--- src/rtl/sdram_mux_params.svh ---
// constants for the x16 sdram address multiplexer
`ifndef SDRAM_MUX_PARAMS_SVH
`define SDRAM_MUX_PARAMS_SVH
`define SDM_OFS_CFG      8'h00
`define SDM_OFS_STATUS   8'h04
`define SDM_CFG_BSZ_LSB  0
`define SDM_CFG_ROW_LSB  2
`define SDM_CFG_COL_LSB  4
`define SDM_CFG_RST      32'h0000_0026
`define SDM_BSZ_16       2'h2
`define SDM_ROW_12       2'h1
`define SDM_ROW_13       2'h2
`define SDM_COL_10       2'h2
`define SDM_COL_9        2'h1
`define SDM_STAT_BUSY    0
`define SDM_STAT_GEO_OK  1
`define SDM_STAT_PIN_LSB 8
`define SDM_CLK_NS       10
`define SDM_TRP_NS       20
`define SDM_TRP_CYC      ((`SDM_TRP_NS + `SDM_CLK_NS - 1) / `SDM_CLK_NS)
`endif

--- src/rtl/sdram_mux_pkg.sv ---
// types for the x16 sdram address multiplexer
package sdram_mux_pkg;
   typedef enum logic [1:0] {GEO_NONE, GEO_R12C10, GEO_R13C9} geo_t;
   typedef enum logic [1:0] {ST_IDLE, ST_ROW, ST_COL, ST_PRE} seq_state_t;
endpackage

--- src/rtl/sdram_addr_mux_x16.sv ---
// x16 sdram address multiplexer with apb configuration and burst sequencing
//
// Overview of operation
// - 12row/10col row cycle drives A27..A10
// - 12/10 bank bits on A14,A13; column identity
// - 12/10 geometry: 4-bank device, A17..A15,A0 unused
// - 13row/9col row cycle drives A26..A9
// - 13/9 bank bits on A15,A14; column identity
// - 13/9 geometry: 4-bank device, A17,A16,A0 unused
// - column cycle pin A11 carries command flag
// - flag level set by beat position only: high on the last beat, for reads and writes alike
// - single beats, last auto-precharges, then wait
`timescale 1ns/100ps
`default_nettype none
`include "sdram_mux_params.svh"
module sdram_addr_mux_x16
   import sdram_mux_pkg::*;
#(
   parameter int TRP_CYC = `SDM_TRP_CYC
) (
   input  wire logic        pclk,
   input  wire logic        presetn,
   input  wire logic        psel,
   input  wire logic        penable,
   input  wire logic        pwrite,
   input  wire logic [7:0]  paddr,
   input  wire logic [31:0] pwdata,
   output logic      [31:0] prdata,
   output logic             pready,
   output logic             pslverr,
   input  wire logic        req_valid,
   input  wire logic        req_write,
   input  wire logic [27:0] req_addr,
   input  wire logic [3:0]  req_beats,
   output logic             req_ready,
   output logic             busy,
   output logic [17:0]      sdram_addr,
   output logic             row_strobe,
   output logic             col_strobe,
   output logic             autoprecharge,
   output logic             read_with_autoprecharge
);
   function automatic geo_t geo_decode(input logic [31:0] cfg);
      logic [1:0] bsz;
      logic [1:0] row;
      logic [1:0] col;
      bsz = cfg[`SDM_CFG_BSZ_LSB +: 2];
      row = cfg[`SDM_CFG_ROW_LSB +: 2];
      col = cfg[`SDM_CFG_COL_LSB +: 2];
      geo_decode = GEO_NONE;
      if (bsz == `SDM_BSZ_16 && row == `SDM_ROW_12 && col == `SDM_COL_10) begin
         geo_decode = GEO_R12C10;
      end else if (bsz == `SDM_BSZ_16 && row == `SDM_ROW_13 && col == `SDM_COL_9) begin
         geo_decode = GEO_R13C9;
      end
   endfunction

   function automatic logic [17:0] row_map(input logic [27:0] a, input geo_t g);
      row_map = (g == GEO_R13C9) ? a[26:9] : a[27:10];
   endfunction

   function automatic logic [17:0] col_map(input logic [27:0] a, input geo_t g,
                                            input logic flag);
      col_map = a[17:0];
      if (g == GEO_R13C9) begin
         col_map[15] = a[24];
         col_map[14] = a[23];
      end else begin
         col_map[14] = a[24];
         col_map[13] = a[23];
      end
      col_map[11] = flag;
   endfunction

   logic [31:0] cfg_reg, cfg_next;
   logic [31:0] prdata_reg, prdata_next;
   logic        pready_reg, pready_next;
   logic        pslverr_reg, pslverr_next;
   logic        ready_reg, ready_next;
   logic        busy_reg, busy_next;
   logic [27:0] lat_addr_reg, lat_addr_next;
   logic        lat_write_reg, lat_write_next;
   geo_t        lat_geo_reg, lat_geo_next;
   logic [17:0] pins_reg, pins_next;
   logic [27:0] col_addr_reg, col_addr_next;
   logic        row_stb_reg, row_stb_next;
   logic        col_stb_reg, col_stb_next;
   logic        ap_reg, ap_next;
   logic        rda_reg, rda_next;
   geo_t        geo_cfg;
   logic        start;
   logic        row_go;
   logic        col_go;
   logic        col_last;
   logic [3:0]  beat_idx;
   logic        seq_busy;
   logic        setup;
   logic        access;
   logic        hit_cfg;
   logic        hit_stat;
   logic [27:0] beat_addr;

   assign geo_cfg   = geo_decode(cfg_reg);
   assign start     = req_valid && ready_reg;
   assign setup     = psel && !penable;
   assign access    = psel && penable && pready_reg;
   assign hit_cfg   = (paddr == `SDM_OFS_CFG);
   assign hit_stat  = (paddr == `SDM_OFS_STATUS);
   // 16-bit bus: consecutive beats step the byte address by two
   assign beat_addr = lat_addr_reg + {23'h0, beat_idx, 1'b0};

   sdram_burst_seq #(
      .TRP_CYC (TRP_CYC)
   ) u_seq (
      .pclk     (pclk),
      .presetn  (presetn),
      .start    (start),
      .beats    (req_beats),
      .row_go   (row_go),
      .col_go   (col_go),
      .col_last (col_last),
      .beat_idx (beat_idx),
      .busy     (seq_busy)
   );

   // apb slave, one wait-free access phase
   always_comb begin
      cfg_next     = cfg_reg;
      prdata_next  = prdata_reg;
      pslverr_next = 1'b0;
      pready_next  = setup;
      if (setup) begin
         prdata_next = 32'h0000_0000;
         if (!pwrite && hit_cfg) begin
            prdata_next = cfg_reg;
         end else if (!pwrite && hit_stat) begin
            prdata_next[`SDM_STAT_BUSY]           = busy_reg;
            prdata_next[`SDM_STAT_GEO_OK]         = (geo_cfg != GEO_NONE);
            prdata_next[`SDM_STAT_PIN_LSB +: 18]  = pins_reg;
         end
         pslverr_next = !(hit_cfg || hit_stat) || (pwrite && hit_stat);
      end
      // geometry changes mid-burst are harmless: the burst uses its latched copy
      if (access && pwrite && hit_cfg) begin
         cfg_next = {26'h0, pwdata[5:0]};
      end
   end

   always_ff @(posedge pclk or negedge presetn) begin
      if (!presetn) begin
         cfg_reg     <= `SDM_CFG_RST;
         prdata_reg  <= 32'h0000_0000;
         pready_reg  <= 1'b0;
         pslverr_reg <= 1'b0;
      end else begin
         cfg_reg     <= cfg_next;
         prdata_reg  <= prdata_next;
         pready_reg  <= pready_next;
         pslverr_reg <= pslverr_next;
      end
   end

   // request capture and pin drive
   always_comb begin
      // decode the value being written so a refused geometry closes the port at once
      ready_next     = !seq_busy && !start && (geo_decode(cfg_next) != GEO_NONE);
      busy_next      = seq_busy || start;
      lat_addr_next  = lat_addr_reg;
      lat_write_next = lat_write_reg;
      lat_geo_next   = lat_geo_reg;
      pins_next      = pins_reg;
      col_addr_next  = col_addr_reg;
      row_stb_next   = 1'b0;
      col_stb_next   = 1'b0;
      ap_next        = ap_reg;
      rda_next       = 1'b0;
      if (start) begin
         lat_addr_next  = req_addr;
         lat_write_next = req_write;
         lat_geo_next   = geo_cfg;
      end
      if (row_go) begin
         pins_next    = row_map(lat_addr_reg, lat_geo_reg);
         row_stb_next = 1'b1;
      end else if (col_go) begin
         // flag follows only the beat position: precharge on the last beat
         ap_next       = col_last;
         pins_next     = col_map(beat_addr, lat_geo_reg, col_last);
         col_addr_next = beat_addr;
         col_stb_next  = 1'b1;
         rda_next      = col_last && !lat_write_reg;
      end
   end

   always_ff @(posedge pclk or negedge presetn) begin
      if (!presetn) begin
         ready_reg     <= 1'b0;
         busy_reg      <= 1'b0;
         lat_addr_reg  <= 28'h0000000;
         lat_write_reg <= 1'b0;
         lat_geo_reg   <= GEO_NONE;
         pins_reg      <= 18'h00000;
         col_addr_reg  <= 28'h0000000;
         row_stb_reg   <= 1'b0;
         col_stb_reg   <= 1'b0;
         ap_reg        <= 1'b0;
         rda_reg       <= 1'b0;
      end else begin
         ready_reg     <= ready_next;
         busy_reg      <= busy_next;
         lat_addr_reg  <= lat_addr_next;
         lat_write_reg <= lat_write_next;
         lat_geo_reg   <= lat_geo_next;
         pins_reg      <= pins_next;
         col_addr_reg  <= col_addr_next;
         row_stb_reg   <= row_stb_next;
         col_stb_reg   <= col_stb_next;
         ap_reg        <= ap_next;
         rda_reg       <= rda_next;
      end
   end

   assign prdata                  = prdata_reg;
   assign pready                  = pready_reg;
   assign pslverr                 = pslverr_reg;
   assign req_ready               = ready_reg;
   assign busy                    = busy_reg;
   assign sdram_addr              = pins_reg;
   assign row_strobe              = row_stb_reg;
   assign col_strobe              = col_stb_reg;
   assign autoprecharge           = ap_reg;
   assign read_with_autoprecharge = rda_reg;
endmodule // sdram_addr_mux_x16
`default_nettype wire

--- src/rtl/sdram_burst_seq.sv ---
// sequencer: row cycle, single-beat column cycles, precharge wait
`timescale 1ns/100ps
`default_nettype none
`include "sdram_mux_params.svh"
module sdram_burst_seq
   import sdram_mux_pkg::*;
#(
   parameter int TRP_CYC = `SDM_TRP_CYC
) (
   input  wire logic       pclk,
   input  wire logic       presetn,
   input  wire logic       start,
   input  wire logic [3:0] beats,
   output logic            row_go,
   output logic            col_go,
   output logic            col_last,
   output logic [3:0]      beat_idx,
   output logic            busy
);
   seq_state_t state_reg, state_next;
   logic [3:0] beat_reg, beat_next;
   logic [3:0] last_reg, last_next;
   logic [3:0] wait_reg, wait_next;

   always_comb begin
      state_next = state_reg;
      beat_next  = beat_reg;
      last_next  = last_reg;
      wait_next  = wait_reg;
      case (state_reg)
         ST_IDLE: begin
            if (start) begin
               state_next = ST_ROW;
               beat_next  = 4'h0;
               // zero beats is taken as one
               last_next  = (beats == 4'h0) ? 4'h0 : beats - 4'h1;
            end
         end
         ST_ROW: state_next = ST_COL;
         ST_COL: begin
            // each beat is its own column command, burst length one
            if (beat_reg == last_reg) begin
               state_next = ST_PRE;
               wait_next  = 4'h1;
            end else begin
               beat_next = beat_reg + 4'h1;
            end
         end
         ST_PRE: begin
            if (wait_reg >= 4'(TRP_CYC)) begin
               state_next = ST_IDLE;
            end else begin
               wait_next = wait_reg + 4'h1;
            end
         end
         default: state_next = ST_IDLE;
      endcase
   end

   always_ff @(posedge pclk or negedge presetn) begin
      if (!presetn) begin
         state_reg <= ST_IDLE;
         beat_reg  <= 4'h0;
         last_reg  <= 4'h0;
         wait_reg  <= 4'h0;
      end else begin
         state_reg <= state_next;
         beat_reg  <= beat_next;
         last_reg  <= last_next;
         wait_reg  <= wait_next;
      end
   end

   assign row_go   = (state_reg == ST_ROW);
   assign col_go   = (state_reg == ST_COL);
   assign col_last = col_go && (beat_reg == last_reg);
   assign beat_idx = beat_reg;
   assign busy     = (state_reg != ST_IDLE);
endmodule // sdram_burst_seq
`default_nettype wire

--- config.mk ---
export PLATFORM = sky130hd
export DESIGN_NAME = sdram_addr_mux_x16
export DESIGN_NICKNAME = d
export VERILOG_FILES = /design/src/rtl/sdram_mux_pkg.sv /design/src/rtl/sdram_addr_mux_x16.sv /design/src/rtl/sdram_burst_seq.sv
export VERILOG_INCLUDE_DIRS = /design/src /design/src/rtl
export SDC_FILE = /design/constraint.sdc
export NUM_CORES = 1
export LEC_CHECK = 0
export ABC_AREA = 1
export BUFFER_PORTS_ARGS = -buffer_cell sky130_fd_sc_hd__buf_2
export CAP_MARGIN = 40
export CORE_MARGIN = 2
export CORE_UTILIZATION = 37
export CTS_BUF_LIST = sky130_fd_sc_hd__clkbuf_8
export CTS_CLUSTER_SIZE = 8
export DETAILED_ROUTE_END_ITERATION = 10
export PLACE_DENSITY = 0.7
export SYNTH_ARGS = -nofsm -noshare
export SYNTH_HDL_FRONTEND = slang
export SYNTH_SLANG_ARGS = --single-unit
export TNS_END_PERCENT = 100
--- constraint.sdc ---
create_clock -name pclk -period 1.7 [get_ports pclk]
set_clock_uncertainty 0.05 [all_clocks]
set_input_delay 0.085 -clock pclk [delete_from_list [all_inputs] [get_ports pclk]]
set_output_delay 0.085 -clock pclk [all_outputs]
set_load 0.01 [all_outputs]
Word-level counts from Yosys, hierarchy flattened
Cells that the tools add are included.
- word-level logic and storage cells: 122
- register bits after elaboration: 103
- bits of input ports: 79
- reductions and logical operators: 44
- bitwise operators: 1
- eq/ne operators: 21
- magnitude comparators: 1
- mux-type cells: 33
- add/sub/neg operators: 4
- operators with widths (kind ; count):
    18-bit 2-to-1 mux ; 5
    25-bit by 5-bit adder with 25-bit output ; 1
    4-bit 2-to-1 mux ; 6
    1-bit logical AND ; 21
    2-bit equality test (second input constant) ; 9
    2-bit 2-to-1 mux ; 9
    4-bit case mux with 2 select lines ; 2
    2-bit nonzero test ; 6
    2-bit by 1-bit equality test with 1-bit output (second input constant) ; 5
    1-bit 2-to-1 mux ; 9
    3-bit AND reduction ; 3
    4-bit by 1-bit adder with 4-bit output (second input constant) ; 2
    8-bit by 3-bit equality test with 1-bit output (second input constant) ; 1
    8-bit zero test ; 1
    2-bit inequality test (second input constant) ; 4
    2-bit case mux with 4 select lines ; 1
    1-bit zero test ; 6
    6-bit 2-to-1 mux ; 1
    4-bit equality test ; 1
    4-bit by 2-bit >= comparator with 1-bit output (second input constant) ; 1
    4-bit zero test ; 1
    2-bit AND reduction ; 2
    4-bit by 1-bit subtractor with 4-bit output (second input constant) ; 1
    1-bit logical OR ; 3
    other kinds (3) ; 3

Logic depth before layout (Yosys ltp)
- depth after elaboration: 12
- mapped depth: 12
- depth with buffers taken out: 12

Modules after synthesis
Synthesis repeated with hierarchy kept, for this count alone.
- cell total of the unflattened synthesis: 681
- area total of the unflattened synthesis: 5328.9 µm²
- by module, submodules not included (module ; instances ; cells each ; area each (µm²)):
    sdram_addr_mux_x16 ; 1 ; 563 ; 4391.7
    sdram_burst_seq ; 1 ; 118 ; 937.1

Least setup slack after synthesis
No wires, ideal clock.
- path kind: register to register
- start: reg u_seq.beat_reg[0] (netlist: u_seq.beat_idx[0])
- end: reg pins_reg[13] (netlist: sdram_addr[13])
- data required time: 1.573 ns
- data arrival time: 1.691 ns
- cell stages (with the launch flop): 11
- setup slack: -0.119 ns
- period minus slack after synthesis: 1.819 ns
- path through: dfrtp_1 > ha_1 > fa_1 > nand3_1 > nand2_1 > nand2_2 > nor2_2 > nand3_1 > nand2_1 > nand3b_1 > a21oi_1
- word-level cells in the longest chain between the ends: 4
- ends and longest elaborated chain (item ; line ; text):
    start, declared ; sdram_burst_seq.sv:21 ; logic [3:0] beat_reg, beat_next;
    start signal, assigned ; sdram_burst_seq.sv:68 ; beat_reg <= beat_next;
    25-bit by 5-bit adder with 25-bit output ; sdram_addr_mux_x16.sv:110 ; assign beat_addr = lat_addr_reg + {23'h0, beat_idx, 1'b0};
    1-bit 2-to-1 mux ; sdram_addr_mux_x16.sv:65 ; if (g == GEO_R13C9) begin
    18-bit 2-to-1 mux ; sdram_addr_mux_x16.sv:185 ; end else if (col_go) begin
    18-bit 2-to-1 mux ; sdram_addr_mux_x16.sv:182 ; if (row_go) begin
    end signal, assigned ; sdram_addr_mux_x16.sv:214 ; pins_reg <= pins_next;
    end, declared ; sdram_addr_mux_x16.sv:84 ; logic [17:0] pins_reg, pins_next;
No other way between the ends. The select of a mux whose other input is x is not followed.
A chain may end at the register's enable or synchronous reset.

Worst setup path in the final report
- start: reg lat_addr_reg[1]
- end: reg pins_reg[15] (netlist: sdram_addr[15])
- word-level cells in the longest chain between the ends: 4
- ends and longest elaborated chain (item ; line ; text):
    start, declared ; sdram_addr_mux_x16.sv:81 ; logic [27:0] lat_addr_reg, lat_addr_next;
    start signal, assigned ; sdram_addr_mux_x16.sv:211 ; lat_addr_reg <= lat_addr_next;
    25-bit by 5-bit adder with 25-bit output ; sdram_addr_mux_x16.sv:110 ;
    1-bit 2-to-1 mux ; sdram_addr_mux_x16.sv:65 ;
    18-bit 2-to-1 mux ; sdram_addr_mux_x16.sv:185 ;
    18-bit 2-to-1 mux ; sdram_addr_mux_x16.sv:182 ;
No other way between the ends. The select of a mux whose other input is x is not followed.

==> results.toml <==
[setup_path]
worst_setup_path_start_kind = "flop"
critPathLaunch = "lat_addr_reg[1]"
r2r_setup_slack_ns = -0.1
regToRegEndpoint = "sdram_addr[15]"
ff2ff_path_depth = 11
cp.required_ns = 1.96
reg2reg_from = "lat_addr_reg[1]"
arrival_ns = 2.06
worst_setup_path_end_kind = "flop"
crit_fanout = 6
path_class = "reg -> reg"
cp-endpoint = "sdram_addr[15]"

[global_routing]
grt_pass1_vias = 4349
track_usage = 0.1824
antenna_found_initial = 0
grt_max_degree = 49
grt_pass1_wl_um = 21130
gr-total-overflow = 0

[yosys]
synth_top_cell_area_share = 0.4810
synth_cell_types = 44
synth_area_leaders = "dfrtp_1 48%, nand2_1 11%, o21ai_0 4.7%"
synth.yosys.seq_area_share = 0.4964
yosysWarnings = 0
synth_enable_flop_cells = 0
synth_top_cells_by_count = "150 x nand2_1, 98 x dfrtp_1, 57 x nor2_1, 48 x inv_1, 48 x o21ai_0"
synth_flop_cell = "dfrtp_1"
synth.avg_cell_area_um2 = 8.386
yosysMostFrequentCell = "nand2_1"
syn_inst = 608
synth_area_leader_cell = "dfrtp_1"
ys_ff_latch = 101
async_flop_share = 1.000
synth.cell_area_um2 = 5099

[cts]
cts_buffer_depth = 2
clk_pin_slew_ns = 0.09
tritoncts = "built"
insertion_delay_ns = 0.37
root_buffer = "clkbuf_8"
clock_sinks = 101
cts_max_level = 3
cts_made_buffers = 9

[routing]
dr_wl_met3_um = 727
vias = 4566
ant_nets = 0
wl_per_cell_um = 13.62
met1_length_um = 6382
vias_per_cell = 4.766
drc = 0
top_layer = "met4"
drt_iter0_drc = 253
drt_first_pass_iters = 5
wirelength_um = 13050
wl_met2_um = 5687

[place]
pre_cts_slack_ns = -0.04948
dp_hpwl_um = 9512
io_buffer_count = 102
dpl.cell_count = 890
place.gp.congestion = 0.8931

[sta]
rsz0062_at_grt = "true"
post-route-period-util = 1.057
setup_slack_ns = -0.09769
hold_violations = 0
tns_ns = -0.2676
finalSetupViolCount = 5
fmax_mhz = 556.3
final_max_slew_viol_count = 0
period_minus_slack_ns = 1.798

[flow_run]
cap_viol_max_count = 0

[floorplan]
core_um2 = 13350
dieHeight_um = 121.4
ios = 137
dieArea_um2 = 14740
rows = 42
die_x_um = 121.4
initial_core_util = 0.3820

[power_and_ir_drop]
vdd_ir_drop_max_mv = 0.6946
power_uw = 7817
power_density_nw_per_um2 = 1155
leakage_uw = 0.003464

[cells_and_area]
fin_util = 0.5069
areaGrowthSynthToFinish_pct = 32.71
fin_cells = 958
largest_reg_flops = 28
drive_gt1_frac = 0.2839
final_nets = 868
antenna_cells = 0

[status]
violations = "negative setup slack"
outcome = "finished, violations left"

[hold_path]
hp-class = "in -> reg"
==> report_power, final <==
group	internal, µW	switching, µW
Combinational	1390	1860
Sequential	2780	253
Clock	754	787
Total	4920	2900
==> cells by family (layout without fill, tap and decap cells) <==
| group | after synthesis | count (layout) | share of synthesized area |
|---|---|---|---|
| compound gates | 125 | 125 | 0.1465 |
| simple gates | 275 | 276 | 0.2375 |
| flops | 101 | 101 | 0.4964 |
| xor+xnor | 8 | 8 | 0.01374 |
| buf+inv | 86 | 252 | 0.07411 |
| fa+ha+maj | 12 | 12 | 0.03092 |
| other cells | 1 | 8 | 0.0007355 |
==> per-layer routing <==
metal	up-vias	GRT usage
met5	-	0
met1	2087	0.2648
li1	2317	-
met4	0	0.06250
met2	146	0.2753
met3	16	0.03195
==> critical path, stage by stage, from the launching register on <==
cell,delay [ns]
dfrtp_1,0.39
ha_2,0.20
fa_2,0.35
nand3_2,0.07
nand2_2,0.08
nand2_4,0.11
nor2_2,0.05
nand2_1,0.07
nand3_2,0.10
nand2_1,0.08
nand2_1,0.06
a21oi_2,0.12
==> placed cells by master (no fill, tap or decap), drive strengths merged, types with 7 or more instances in the layout <==
| master | Yosys | final |
|---|---|---|
| a21oi | 29 | 29 |
| a22o | 13 | 13 |
| a22oi | 7 | 7 |
| a31oi | 9 | 9 |
| buf | 18 | 138 |
| clkbuf | 12 | 11 |
| conb | 1 | 8 |
| dfrtp | 98 | 98 |
| dlygate4sd3 | 0 | 42 |
| ha | 11 | 11 |
| inv | 56 | 59 |
| nand2 | 158 | 159 |
| nand3 | 33 | 33 |
| nand4 | 7 | 7 |
| nor2 | 69 | 69 |
| o21ai | 58 | 58 |
| xor2 | 7 | 7 |
==> stage by stage <==
stage               hold WS, ns  area (µm²)
detailed placement     -0.08279        5936
finish                  0.02310        6766
global route            0.05572        6766
floorplan               -0.2606        5142
global placement       -0.08158        5936
CTS                    0.002881        6591
==> worst min-delay path by stage <==
stage,cells after the start,from,end
finish,4,req_beats[2],u_seq.last_reg[2]
global placement,1,presetn,prdata[22]
floorplan,0,presetn,autoprecharge
detailed placement,1,presetn,prdata[22]
global route,4,req_beats[2],u_seq.last_reg[2]
CTS,4,req_beats[2],u_seq.last_reg[2]
==> area by class of cell <==
type	instances	area, µm²
clock inverter	5	51.30
clock buffer	11	151.4
multi-input combinational	429	2371
fill	1276	6581
inverter	56	210.2
timing repair buffer	180	1229
tap	176	220.2
sequential	101	2534
==> what timing repair did <==
| item | CTS | global route |
|---|---|---|
| cloned | 0 | 1 |
| hold buffers | 42 | 0 |
| pin swaps | 6 | 7 |
| gates resized for setup | 4 | 26 |
| endpoints found under the hold margin | 141 | 0 |
| buffers inserted | 1 | 8 |
| endpoints found under the setup margin | 6 | 19 |
Note: power is estimated with default switching activity, not from simulation.
